`src/inc/ssp_params.svh`:
```
/*
 Timing counts, offsets, format codes and reset values for the serial port.
 Assumes inclusion by bare name from a design file; definitions only.
*/
`ifndef SSP_PARAMS_SVH
`define SSP_PARAMS_SVH
`define SSP_OFF_CTRL0      8'h00
`define SSP_OFF_CTRL1      8'h04
`define SSP_OFF_IRQ        8'h08
`define SSP_OFF_DATA       8'h0C
`define SSP_OFF_PRESC      8'h10
`define SSP_OFF_STAT       8'h14
`define SSP_OFF_OVR_CLR    8'h08
`define SSP_CTRL0_RST      16'h0000
`define SSP_CTRL1_RST      8'h00
`define SSP_PRESC_RST      8'h04
`define SSP_FMT_SPI        2'h0
`define SSP_FMT_PULSE      2'h1
`define SSP_FMT_CTRLW      2'h2
`define SSP_CW_BITS        5'h08
`define SSP_FIFO_DEPTH     4'h8
`define SSP_WATERMARK      4'h4
`define SSP_SYS_HZ         200000000
`define SSP_BASE_HZ        7372800
`define SSP_BASE_DIV       ((`SSP_SYS_HZ + `SSP_BASE_HZ - 1) / `SSP_BASE_HZ)
`endif

```
`src/inc/ssp_pkg.sv`:
```
/*
 Types shared by the serial port design.
 Assumes the parameter header supplies all numeric constants.
*/
package ssp_pkg;
   typedef enum logic [3:0] {
      SSP_IDLE  = 4'b0001,
      SSP_LOAD  = 4'b0010,
      SSP_SHIFT = 4'b0100,
      SSP_GAP   = 4'b1000
   } ssp_state_e;

   typedef struct packed {
      logic       sclk;
      logic       frame;
      logic       mosi;
   } ssp_pins_s;
endpackage

```
`src/hw/ssp_core.sv`:
```
/*
 Register-controlled synchronous serial master with FIFOs, three frame formats
 and interrupt identification. Assumes a single-cycle register port on sys_clk
 and an external slave whose data-out pin is asynchronous to sys_clk.
*/
`timescale 1ns/1ps
`include "ssp_params.svh"
module ssp_core (
   input  wire logic        sys_clk,
   input  wire logic        rst_n,
   input  wire logic [7:0]  reg_addr,
   input  wire logic [31:0] reg_wdata,
   input  wire logic        reg_wr,
   input  wire logic        reg_rd,
   output logic      [31:0] reg_rdata,
   output logic             serial_clock_out,
   output logic             frame_select_out,
   output logic             mosi_out,
   input  wire logic        miso_in,
   output logic             combined_irq
);
   logic [15:0]       ctrl0_q;
   logic [7:0]        ctrl1_q;
   logic [7:0]        presc_q;
   logic [15:0]       txf_q [8];
   logic [15:0]       rxf_q [8];
   logic [2:0]        tx_wp_q, tx_rp_q, rx_wp_q, rx_rp_q;
   logic [3:0]        tx_cnt_q, rx_cnt_q;
   logic              ovr_q;
   logic [1:0]        miso_sync_q;
   logic [4:0]        base_cnt_q;
   logic              base_tick;
   logic [7:0]        pre_cnt_q, rate_cnt_q;
   logic              half_tick;
   ssp_pkg::ssp_state_e st_q;
   ssp_pkg::ssp_pins_s  pins_q;
   logic [15:0]       tx_sh_q, rx_sh_q;
   logic [4:0]        bit_q, rx_bits;
   logic              phase_q;
   logic              cw_q;
   logic              first_q;
   logic              port_en, fifo_on, spi, rx_in;
   logic              tx_push, tx_pop, rx_push, rx_pop;
   logic [3:0]        tx_cap;
   logic              tx_full, rx_full, busy;
   logic              tx_idle_irq, tx_service_irq, rx_service_irq;
   logic [7:0]        irq_flags;
   logic [8:0]        status;
   logic              frame_done;

   logic              tx_empty, tx_half, rx_half, rx_not_empty, tx_not_full;
   logic [15:0]       rx_mask;
   logic              cw_sel, pulse_sel;

   assign port_en = ctrl0_q[7];
   assign fifo_on = ctrl1_q[6];

   assign spi       = ctrl0_q[5:4] == `SSP_FMT_SPI;
   assign cw_sel    = ctrl0_q[5:4] == `SSP_FMT_CTRLW;
   assign pulse_sel = ctrl0_q[5:4] == `SSP_FMT_PULSE;
   assign tx_cap  = fifo_on ? `SSP_FIFO_DEPTH : 4'h1;
   assign tx_full = tx_cnt_q >= tx_cap;
   // Both directions share one capacity, since a single bit picks the FIFO mode.
   assign rx_full = rx_cnt_q >= tx_cap;
   assign busy    = (st_q != ssp_pkg::SSP_IDLE) || (tx_cnt_q != 4'h0);
   // A data write while full is dropped; software checks the not-full flag first.
   assign tx_push = reg_wr && reg_addr == `SSP_OFF_DATA && !tx_full;
   assign rx_pop  = reg_rd && reg_addr == `SSP_OFF_DATA && rx_cnt_q != 4'h0;
   // Loopback receive path
   // Loopback takes the registered data pin, so the receiver sees exactly what left the shifter.
   assign rx_in   = ctrl1_q[2] ? pins_q.mosi : miso_sync_q[1];

   always_ff @(posedge sys_clk) begin
      if (!rst_n) begin
         ctrl0_q <= `SSP_CTRL0_RST;
         ctrl1_q <= `SSP_CTRL1_RST;
         presc_q <= `SSP_PRESC_RST;
      end else if (reg_wr) begin
         case (reg_addr)
            `SSP_OFF_CTRL0: ctrl0_q <= {reg_wdata[15:7], 1'b0, reg_wdata[5:0]};
            `SSP_OFF_CTRL1: ctrl1_q <= reg_wdata[7:0];
            `SSP_OFF_PRESC: presc_q <= {reg_wdata[7:1], 1'b0};
            default: ;
         endcase
      end
   end

   // Two flops on the data-in pin, which is asynchronous to the system clock.
   // Only the second flop feeds the receive shifter.
   always_ff @(posedge sys_clk) begin
      if (!rst_n) begin
         miso_sync_q <= 2'b00;
      end else begin
         miso_sync_q <= {miso_sync_q[0], miso_in};
      end
   end

   // Overrun flag clears
   // A new overrun in the same cycle as a clear wins, so no event is lost.
   always_ff @(posedge sys_clk) begin
      if (!rst_n) begin
         ovr_q <= 1'b0;
      end else if (frame_done && rx_full) begin
         ovr_q <= 1'b1;
      end else if (reg_wr && reg_addr == `SSP_OFF_OVR_CLR) begin
         ovr_q <= 1'b0;
      end else if (reg_wr && reg_addr == `SSP_OFF_CTRL1 && !reg_wdata[5]) begin
         ovr_q <= 1'b0;
      end
   end

   // Base clock divider
   // The base tick is the system clock divided by a whole number, so serial rates run a few percent slow.
   // Restarting it while idle gives the data-in synchroniser time to settle before the first sample.
   assign base_tick = base_cnt_q == 5'(`SSP_BASE_DIV - 1);
   always_ff @(posedge sys_clk) begin
      if (!rst_n || base_tick || st_q == ssp_pkg::SSP_IDLE) begin
         base_cnt_q <= 5'h00;
      end else begin
         base_cnt_q <= base_cnt_q + 5'h01;
      end
   end

   assign half_tick = base_tick && pre_cnt_q == 8'h00 && rate_cnt_q == 8'h00;
   always_ff @(posedge sys_clk) begin
      if (!rst_n) begin
         pre_cnt_q  <= 8'h00;
         rate_cnt_q <= 8'h00;
      end else if (st_q == ssp_pkg::SSP_IDLE) begin
         // Preloading a full half period keeps the first half as long as the rest.
         pre_cnt_q  <= (presc_q >> 1) - 8'h01;
         rate_cnt_q <= ctrl0_q[15:8];
      end else if (base_tick) begin
         if (pre_cnt_q != 8'h00) begin
            pre_cnt_q <= pre_cnt_q - 8'h01;
         end else begin
            // Half the divisor per half period keeps the serial clock near even duty.
            pre_cnt_q  <= (presc_q >> 1) - 8'h01;
            rate_cnt_q <= (rate_cnt_q == 8'h00) ? ctrl0_q[15:8] : rate_cnt_q - 8'h01;
         end
      end
   end

   assign rx_bits = {1'b0, ctrl0_q[3:0]} + 5'h01;

   for (genvar b = 0; b < 16; b++) begin : g_rx_mask
      assign rx_mask[b] = 5'(b) < rx_bits;
   end

   always_ff @(posedge sys_clk) begin
      if (!rst_n || !port_en) begin
         tx_wp_q  <= 3'h0;
         tx_rp_q  <= 3'h0;
         tx_cnt_q <= 4'h0;
      end else begin
         if (tx_push) begin
            tx_wp_q        <= tx_wp_q + 3'h1;
         end
         if (tx_pop) begin
            tx_rp_q <= tx_rp_q + 3'h1;
         end
         tx_cnt_q <= tx_cnt_q + {3'h0, tx_push} - {3'h0, tx_pop};
      end
   end

   for (genvar e = 0; e < 8; e++) begin : g_tx_store
      always_ff @(posedge sys_clk) begin
         if (rst_n && port_en && tx_push && tx_wp_q == 3'(e)) begin
            txf_q[e] <= reg_wdata[15:0];
         end
      end
   end

   always_ff @(posedge sys_clk) begin
      if (!rst_n || !port_en) begin
         rx_wp_q  <= 3'h0;
         rx_rp_q  <= 3'h0;
         rx_cnt_q <= 4'h0;
      end else begin
         if (rx_push) begin
            rx_wp_q        <= rx_wp_q + 3'h1;
         end
         if (rx_pop) begin
            rx_rp_q <= rx_rp_q + 3'h1;
         end
         rx_cnt_q <= rx_cnt_q + {3'h0, rx_push} - {3'h0, rx_pop};
      end
   end

   for (genvar e = 0; e < 8; e++) begin : g_rx_store
      always_ff @(posedge sys_clk) begin
         if (rst_n && port_en && rx_push && rx_wp_q == 3'(e)) begin
            rxf_q[e] <= rx_sh_q & rx_mask;
         end
      end
   end

   assign tx_pop     = st_q == ssp_pkg::SSP_LOAD;
   // The last sample lands half a period before the frame ends, so the word is whole here.
   assign frame_done = st_q == ssp_pkg::SSP_SHIFT && half_tick && phase_q && bit_q == 5'h01;
   assign rx_push    = frame_done && !rx_full;

   always_ff @(posedge sys_clk) begin
      if (!rst_n || !port_en) begin
         st_q    <= ssp_pkg::SSP_IDLE;
         tx_sh_q <= 16'h0000;
         rx_sh_q <= 16'h0000;
         bit_q   <= 5'h00;
         phase_q <= 1'b0;
         cw_q    <= 1'b0;
         first_q <= 1'b0;
      end else begin
         case (st_q)
            ssp_pkg::SSP_IDLE: begin
               if (tx_cnt_q != 4'h0) begin
                  st_q <= ssp_pkg::SSP_LOAD;
               end
            end
            ssp_pkg::SSP_LOAD: begin
               cw_q    <= cw_sel;
               first_q <= 1'b1;
               phase_q <= 1'b0;
               rx_sh_q <= 16'h0000;
               if (cw_sel) begin
                  // Eight bit send
                  // One idle bit separates the control word from the reply.
                  tx_sh_q <= {txf_q[tx_rp_q][7:0], 8'h00};
                  bit_q   <= `SSP_CW_BITS + rx_bits + 5'h01;
               end else begin
                  tx_sh_q <= txf_q[tx_rp_q] << (5'h10 - rx_bits);
                  bit_q   <= rx_bits;
               end
               st_q <= ssp_pkg::SSP_SHIFT;
            end
            ssp_pkg::SSP_SHIFT: begin
               if (half_tick) begin
                  phase_q <= !phase_q;
                  if (!phase_q) begin
                     if (!cw_q || bit_q <= rx_bits) begin
                        rx_sh_q <= {rx_sh_q[14:0], rx_in};
                     end
                  end else begin
                     first_q <= 1'b0;
                     tx_sh_q <= {tx_sh_q[14:0], 1'b0};
                     bit_q   <= bit_q - 5'h01;
                     if (bit_q == 5'h01) begin
                        st_q <= (spi && !ctrl1_q[4]) ? ssp_pkg::SSP_GAP : ssp_pkg::SSP_IDLE;
                        if (spi && ctrl1_q[4] && tx_cnt_q != 4'h0) begin
                           st_q <= ssp_pkg::SSP_LOAD;
                        end
                     end
                  end
               end
            end
            // The gap holds frame select high for one full serial clock period.
            ssp_pkg::SSP_GAP: begin
               if (half_tick) begin
                  phase_q <= !phase_q;
                  if (phase_q) begin
                     st_q <= ssp_pkg::SSP_IDLE;
                  end
               end
            end
            default: st_q <= ssp_pkg::SSP_IDLE;
         endcase
      end
   end

   always_ff @(posedge sys_clk) begin
      if (!rst_n) begin
         // Frame select idles high, the inactive level of the active-low formats.
         pins_q <= '{sclk: 1'b0, frame: 1'b1, mosi: 1'b0};
      end else begin
         pins_q.sclk <= spi && ctrl1_q[3];
         pins_q.mosi <= tx_sh_q[15];
         if (pulse_sel) begin
            pins_q.frame <= st_q == ssp_pkg::SSP_SHIFT && first_q;
         end else begin
            pins_q.frame <= !(st_q == ssp_pkg::SSP_SHIFT || st_q == ssp_pkg::SSP_LOAD);
         end
         if (st_q == ssp_pkg::SSP_SHIFT) begin
            pins_q.sclk <= (spi && ctrl1_q[3]) ^ (phase_q ^ (spi && ctrl1_q[4]));
         end
      end
   end
   assign serial_clock_out = pins_q.sclk;
   assign frame_select_out = pins_q.frame;
   assign mosi_out         = pins_q.mosi;

   assign tx_empty     = tx_cnt_q == 4'h0;
   assign tx_not_full  = !tx_full;
   assign rx_not_empty = rx_cnt_q != 4'h0;
   assign rx_half      = rx_cnt_q >= (fifo_on ? `SSP_WATERMARK : 4'h1);
   assign tx_half      = tx_cnt_q <= (fifo_on ? `SSP_WATERMARK : 4'h0);

   assign tx_idle_irq = ctrl1_q[7] && port_en && !busy;
   // Service interrupt gates
   // A disabled port asks for data, though its FIFO is held empty and drops data writes until enabling.
   assign tx_service_irq = ctrl1_q[1] && (!port_en || tx_half);
   assign rx_service_irq = ctrl1_q[0] && rx_half;
   assign irq_flags = {tx_idle_irq, ovr_q && ctrl1_q[5], 4'h0, tx_service_irq, rx_service_irq};
   assign combined_irq = |irq_flags;
   assign status = {rx_full && port_en, tx_empty, ovr_q, rx_half, port_en && tx_half,
                    busy, rx_not_empty, tx_not_full, 1'b0};

   // Read data fall back to zero outside the answer cycle, so a late sample shows nothing.
   // Read decode
   always_ff @(posedge sys_clk) begin
      if (!rst_n) begin
         reg_rdata <= 32'h00000000;
      end else if (reg_rd) begin
         case (reg_addr)
            `SSP_OFF_CTRL0: reg_rdata <= {16'h0000, ctrl0_q};
            `SSP_OFF_CTRL1: reg_rdata <= {24'h000000, ctrl1_q};
            `SSP_OFF_IRQ:   reg_rdata <= {24'h000000, irq_flags};
            `SSP_OFF_DATA:  reg_rdata <= {16'h0000, rxf_q[rx_rp_q]};
            `SSP_OFF_PRESC: reg_rdata <= {24'h000000, presc_q};
            `SSP_OFF_STAT:  reg_rdata <= {23'h000000, status};
            default:        reg_rdata <= 32'h00000000;
         endcase
      end else begin
         reg_rdata <= 32'h00000000;
      end
   end
endmodule

```
`config.mk`:
```
export PLATFORM = sky130hd
export DESIGN_NAME = ssp_core
export DESIGN_NICKNAME = d
export VERILOG_FILES = /design/src/inc/ssp_pkg.sv /design/src/hw/ssp_core.sv
export VERILOG_INCLUDE_DIRS = /design/src /design/src/inc
export SDC_FILE = /design/constraint.sdc
export NUM_CORES = 1
export LEC_CHECK = 0
export BUFFER_PORTS_ARGS = -buffer_cell sky130_fd_sc_hd__buf_2
export CAP_MARGIN = 20
export CORE_MARGIN = 1.5
export CORE_UTILIZATION = 41
export CTS_BUF_LIST = sky130_fd_sc_hd__clkbuf_4
export CTS_CLUSTER_DIAMETER = 40
export CTS_CLUSTER_SIZE = 12
export DETAILED_ROUTE_END_ITERATION = 16
export GPL_TIMING_DRIVEN = 0
export REMOVE_ABC_BUFFERS = 1
export SYNTH_ARGS = -nofsm -noshare
export SYNTH_HDL_FRONTEND = slang
export SYNTH_SLANG_ARGS = --single-unit
```
`constraint.sdc`:
```
create_clock -name sys_clk -period 6.4 [get_ports sys_clk]
set_input_delay 0.64 -clock sys_clk [delete_from_list [all_inputs] [get_ports sys_clk]]
set_output_delay 0.64 -clock sys_clk [all_outputs]
set_load 0.03 [all_outputs]
```
# [Word level (Yosys, flattened, before mapping)]
# Memories as Yosys holds them, arrays and structs flattened. A register that Yosys moved wholly into a read port is not among the register bits.
# Index checks and enable logic that the tools add are counted.
[classes] muxes=121 reduce_logical=101 multipliers=0 bitwise=3 n_div=0 add_sub_neg=17 order_cmp=21 n_eq_ne=38 n_shift=1
[op_table] op="16-bit two-way mux" count=20
[op_table] op="16-bit OR reduction" count=14
[op_table] op="16-bit one-hot mux with 6 select lines" count=1
[op_table] op="16-bit one-hot mux with 2 select lines" count=2
[op_table] op="3-bit two-way mux" count=20
[op_table] op="8-bit two-way mux" count=7
[op_table] op="1-bit two-way mux" count=55
[op_table] op="1-bit logical AND" count=45
[op_table] op="4-bit by 5-bit less-than comparator with 1-bit output, first input constant" count=8
[op_table] op="4-bit two-way mux" count=9
[op_table] op="3-bit equality test, second input constant" count=8
[op_table] op="8-bit zero test" count=3
[op_table] op="3-bit by 5-bit less-than comparator with 1-bit output, first input constant" count=4
[op_table] op="16-bit bitwise AND" count=1
[op_table] op="8-bit by 4-bit equality test with 1-bit output, second input constant" count=2
[op_table] op="8-bit by 5-bit equality test with 1-bit output, second input constant" count=2
[op_table] op="4-bit one-hot mux with 4 select lines" count=1
[op_table] op="16-bit by 5-bit << shifter with 16-bit output" count=1
[op_table] op="8-bit by 1-bit subtractor with 8-bit output, second input constant" count=2
[op_table] op="5-bit two-way mux" count=3
[op_table] op="3-bit by 1-bit adder with 3-bit output, second input constant" count=4
[op_table] op="3-bit by 2-bit equality test with 1-bit output, second input constant" count=4
[op_table] op="2-bit != test, second input constant" count=6
[op_table] op="2-bit AND reduction" count=6
[op_table] op="other kinds (43)" count=74
[word_totals] latch_bits=0 romBits=0 mem_bits_rw=256 memories=2 register_bits=153
[mem_list] name="rxf_q" words=8 word_bits=16 read_ports=1 rd_ports_with_merged_regs=1 write_ports=1 line="ssp_core.sv:26" rtl="logic [15:0] rxf_q [8];"
[mem_list] name="txf_q" words=8 word_bits=16 read_ports=1 rd_ports_with_merged_regs=1 write_ports=1 line="ssp_core.sv:25" rtl="logic [15:0] txf_q [8];"

# [Depth between registers and ports, before layout]
[logic_depth] word_depth=19 ltp_mapped=15

# [Worst setup path after synthesis]
# OpenSTA, ideal clock, no wires.
[synth_timing] path_kind="input to register" start="in reg_addr[0]" end="reg tx_cnt_q[2]" path_stages=14 slack_ns=3.079 setup_ns=0.128 t_arrival_ns=3.193 path_cell_list="or4_4 -> or3_1 -> buf_4 -> nor2_8 -> and3_1 -> buf_4 -> inv_2 -> ha_1 -> inv_1 -> ha_1 -> inv_1 -> fa_1 -> xor2_1 -> nor2_1"
[synth_via] elab_chain_len=5
[synth_lines] item="from (decl)" line="ssp_core.sv:11" rtl="input wire logic [7:0] reg_addr,"
[synth_lines] item="8-bit by 4-bit equality test with 1-bit output"
[synth_lines] item="1-bit logical AND (no source line)"
[synth_lines] item="1-bit logical AND" line="ssp_core.sv:67" rtl="assign tx_push = reg_wr && reg_addr == `SSP_OFF_DATA && !tx_full;"
[synth_lines] item="4-bit by 1-bit adder with 4-bit output" line="ssp_core.sv:162" rtl="tx_cnt_q <= tx_cnt_q + {3'h0, tx_push} - {3'h0, tx_pop};"
[synth_lines] item="4-bit by 1-bit subtractor with 4-bit output" line="ssp_core.sv:162"
[synth_lines] item="to (signal assigned)" line="ssp_core.sv:162"
[synth_lines] item="to (decl)" line="ssp_core.sv:28" rtl="logic [3:0] tx_cnt_q, rx_cnt_q;"
# Every way passes these cells.
# A chain may end at the register's enable or synchronous reset.

# [Final worst setup path]
[layout_timing] start="reg ctrl0_q[0]" end="reg rx_sh_q[3]"
[layout_via] elab_chain_len=5
[layout_lines] item="from (decl)" line="ssp_core.sv:22" rtl="logic [15:0] ctrl0_q;"
[layout_lines] item="from (signal assigned)" line="ssp_core.sv:75" rtl="ctrl0_q <= `SSP_CTRL0_RST;"
[layout_lines] item="from (signal assigned)" line="ssp_core.sv:80" rtl="`SSP_OFF_CTRL0: ctrl0_q <= {reg_wdata[15:7], 1'b0, reg_wdata[5:0]};"
[layout_lines] item="4-bit by 1-bit adder with 5-bit output" line="ssp_core.sv:144" rtl="assign rx_bits = {1'b0, ctrl0_q[3:0]} + 5'h01;"
[layout_lines] item="5-bit <= comparator" line="ssp_core.sv:239" rtl="if (!cw_q || bit_q <= rx_bits) begin"
[layout_lines] item="1-bit logical OR" line="ssp_core.sv:239"
[layout_lines] item="2-bit by 1-bit != test with 1-bit output (no source line)"
[layout_lines] item="4-bit AND reduction (no source line)"
[layout_lines] item="to (signal assigned)" line="ssp_core.sv:240" rtl="rx_sh_q <= {rx_sh_q[14:0], rx_in};"
[layout_lines] item="to (decl)" line="ssp_core.sv:37" rtl="logic [15:0] tx_sh_q, rx_sh_q;"
# Every way passes these cells.

==> flow_summary.rst <==
.. list-table::
   :header-rows: 1

   * - Metric
     - Value
   * - Run status
     - completed
   * - Number of clock sinks seen by CTS
     - 399
   * - Number of buffers created by CTS
     - 56
   * - Pin count of the biggest net entering global routing
     - 62
   * - Count of cells along the worst register-to-register path
     - 11
   * - Kind of capture point of the worst setup path
     - flop
   * - Leftover overflow at the end of global routing
     - 0
   * - Floorplan die width
     - 214 um
   * - Area of the core
     - 0.0441 mm2
   * - Clock period minus worst slack
     - 4.72 ns
   * - Detailed-route DRC error count
     - 0
   * - Setup violators final
     - 0
   * - Startpoint kind of the worst setup timing path
     - flop
   * - CP peak stage delay
     - 1.15 ns
   * - Antenna violation net count after detailed routing
     - 0
   * - Via-per-instance ratio
     - 5.58
   * - Depth of the critical timing path with buffers and inverters included
     - 11
   * - Total Neg Setup Slack
     - 0 ns
   * - Biggest fanout along the worst timing path
     - 29
   * - Final Skew
     - 0.0927 ns
   * - Largest delay share family, worst path
     - adder cells
   * - Clock transition time at the flip-flop clock pins of the worst setup and hold paths
     - 0.12 ns
   * - Seq/Total Area, Yosys
     - 57.7%
   * - Final critical-path share of the clock period
     - 73.7%
   * - Clock tree from TritonCTS
     - done
   * - Full die area
     - 0.0459 mm2
   * - Input/output buffers
     - 48
   * - Boundary pin count
     - 81
   * - Count of max-cap constraint violations
     - 0
   * - Slew headroom
     - 29.0%
   * - Synth Flop Type
     - edfxtp_1
   * - Top library cells by usage in the layout, fill and taps aside
     - 256 x edfxtp_1, 139 x dfxtp_1, 110 x nand2_1, 95 x nor2_1, 67 x a21oi_1
   * - Power per cell area
     - 234 mW/mm2
   * - Layout area overhead
     - 9.36%
   * - Number of storage elements in the synthesis netlist
     - 399
   * - Total length of routed wires
     - 43700 um
   * - Cells after Synth
     - 1436
   * - Iter 0 DRT Violations
     - 831
   * - Slowest cell on crit path
     - ha_1
   * - Buffer levels on the longest clock path
     - 3
   * - CP Class
     - flop to flop
   * - Final hold violation count
     - 0
   * - Most numerous cell on the critical path
     - o21a_1
   * - Slew Viols, Final
     - 0
   * - Number of distinct library cells after synthesis
     - 91
   * - Total number of vias
     - 11800
   * - Cell at the root of the clock tree
     - clkbuf_4
   * - Number of optimization iterations in the first detailed-route pass
     - 5
   * - First-pass GRT wire length
     - 69100 um
   * - Insertion delay of the later-clocked pin in the worst-skew pair
     - 0.86 ns
   * - Routed wirelength normalized by instance count
     - 20.7 um
   * - Leak
     - 0.00693 uW
   * - Final estimated routing congestion in global placement
     - 0.907
   * - Peak clock frequency supported by timing
     - 212 MHz
   * - Post-Synthesis Mean Instance Area
     - 12.7 um2
   * - Number of enable flip-flop cells after synthesis
     - 256
   * - Aggregate global-route resource usage
     - 19.4%
   * - Yosys synthesis warning count
     - 0
   * - Hold Crit Class
     - input pin to flop
   * - # fillers
     - 4095
   * - Hold WS
     - 0.112 ns
   * - Worst IR drop on VDD
     - 0.128 mV
   * - Critical Path AT
     - 5.47 ns
   * - Worst slew pin tran
     - 1.06 ns
   * - Height of the chip
     - 214 um
   * - Required time of the worst setup path
     - 7.15 ns
   * - Cells on Worst Hold Path
     - 3
   * - Setup repair after global routing missed its margin
     - false
   * - Final net count
     - 1561
   * - Post-CTS setup buffers
     - 0
   * - Via count of the first global-routing pass
     - 11800
   * - HPWL after detailed placement
     - 29100 um
   * - FFs w/ async S/R, synth
     - 0%
   * - Ratio of cells with drive above 1 in the final layout
     - 18.3%
   * - Number of antenna violations at the first check in global routing
     - 3
   * - Num rows
     - 77
   * - Number of buffers and inverters on the critical path
     - 2
   * - Starting Density
     - 41.5%
   * - Summed instance area of the synthesized netlist
     - 0.0183 mm2
   * - Number of H-tree levels
     - 2
   * - CP cell instances
     - clkinv_1 -> ha_1 -> ha_1 -> nor2b_1 -> o21a_1 -> o21a_1 -> o21a_1 -> o221ai_1 -> buf_4 -> nand3_1 -> a21oi_1
   * - Most frequent standard cell in the layout excluding fill and tap cells
     - edfxtp_1
## worst register-to-register path: stages, from the launching register on
cell and delay [ns]:
dfxtp_1 0.97, clkinv_1 0.59, ha_1 1.15, ha_1 0.40
nor2b_1 0.13, o21a_1 0.16, o21a_1 0.16, o21a_1 0.17
o221ai_1 0.35, buf_4 0.28, nand3_1 0.09, a21oi_1 0.20
## final timing paths
check / slack, ns / endpoint / start
setup reg to reg: 1.68 / rx_sh_q[3] / ctrl0_q[0]
hold / removal: 0.11 / ctrl0_q[14] / reg_wdata[14]
setup / recovery: 1.68 / rx_sh_q[3] / ctrl0_q[0]
hold reg to reg: 0.45 / miso_sync_q[1] / miso_sync_q[0]
## area by class of cell
cell class	instances	area [um2]	share of cell area, %
Antenna cell	3	7.51	0.0375
Clock buffer	62	465	2.33
Clock inverter	42	505	2.53
Inverter	45	169	0.844
Multi-Input combinational cell	908	7100	35.5
Sequential cell	399	10600	52.8
Tap cell	592	741	3.70
Timing Repair Buffer	61	464	2.32
## cell usage after synthesis (all sizes together), types with 10 or more instances
master  number  area share [%]
a21oi       68             1.9
nor2       100             2.3
nor4        13            0.55
a22oi       15            0.62
and3        24            0.82
ha          43             2.9
a211oi      12            0.52
nand4       10            0.34
a221oi      10            0.55
a31oi       12            0.41
mux4        68             8.6
mux2i       28             1.7
edfxtp     256              42
buf         50             1.9
mux2        24             1.5
xnor2       16            0.77
a21boi      34             1.4
o211ai      21            0.86
o21ai       52             1.4
dfxtp      143              16
nor3        19            0.66
and2        27            0.92
inv         44            0.90
nand2      111             2.3
nor2b       24            0.82
nand3       53             1.5
clkbuf      49             1.0
## power breakdown
part / internal [uW] / total (uW) / switching [uW]
Sequential: 2720 / 2720 / 1.07
Clock: 885 / 1900 / 1010
Combinational: 16.3 / 69.7 / 53.4
## per-stage QoR
stage | instances | total power (uW) | cell area (um2) | utilization, % | setup WS [ns]
after global routing | 2112 | 4850 | 20000 | 45.3 | 1.36
after global placement | 1992 | 2850 | 18800 | 42.6 | 1.25
final | 2112 | 4680 | 20000 | 45.3 | 1.68
after CTS | 2106 | 4740 | 19900 | 45.2 | 1.74
after floorplan | 1352 | 2800 | 17800 | - | 2.49
after detailed placement | 2001 | 2850 | 19000 | 43.0 | 1.76
## registers in the layout, summed over array words and instances, names as in the netlist, 4 cells and up, named ones only
signal / flops
base_cnt_q: 5
bit_q: 5
ctrl0_q: 15
ctrl1_q: 8
pre_cnt_q: 8
presc_q: 7
rate_cnt_q: 8
reg_rdata: 16
rx_cnt_q: 4
rx_sh_q: 16
rxf_q: 128
st_q: 4
tx_cnt_q: 4
tx_sh_q: 16
txf_q: 128
## layer usage
layer  GRT usage (%)  vias to the layer above  wire length [um]
met4            6.38                        2              1060
met3            3.36                       76              2050
met5               0                        -                13
met2            32.0                      315             21100
met1            26.0                     5865             19400
li1                -                     5528                 -
## kinds of logic (layout without fill, tap and decap cells)
| group | count (synthesis) | after routing | share of synthesized area [%] |
|---|---|---|---|
| multiplexers | 120 | 120 | 11.8 |
| flip-flops | 399 | 399 | 57.7 |
| AND/OR/NAND/NOR | 420 | 420 | 12.0 |
| other | 1 | 19 | 0.0205 |
| XOR/XNOR | 24 | 24 | 1.15 |
| AO/OA/AOI/OAI | 283 | 283 | 10.4 |
| adder cells (fa/ha/maj) | 45 | 45 | 3.16 |
| buffers and inverters | 144 | 210 | 3.87 |
## what timing repair did
| item | 4_1_cts | 5_1_grt |
|---|---|---|
| gates resized for setup | 0 | 0 |
| hold buffers | 1 | 0 |
| endpoints found under the setup margin | 0 | 0 |
| hold endpoints to repair | 1 | 0 |
(Power assumes the default switching activity.)
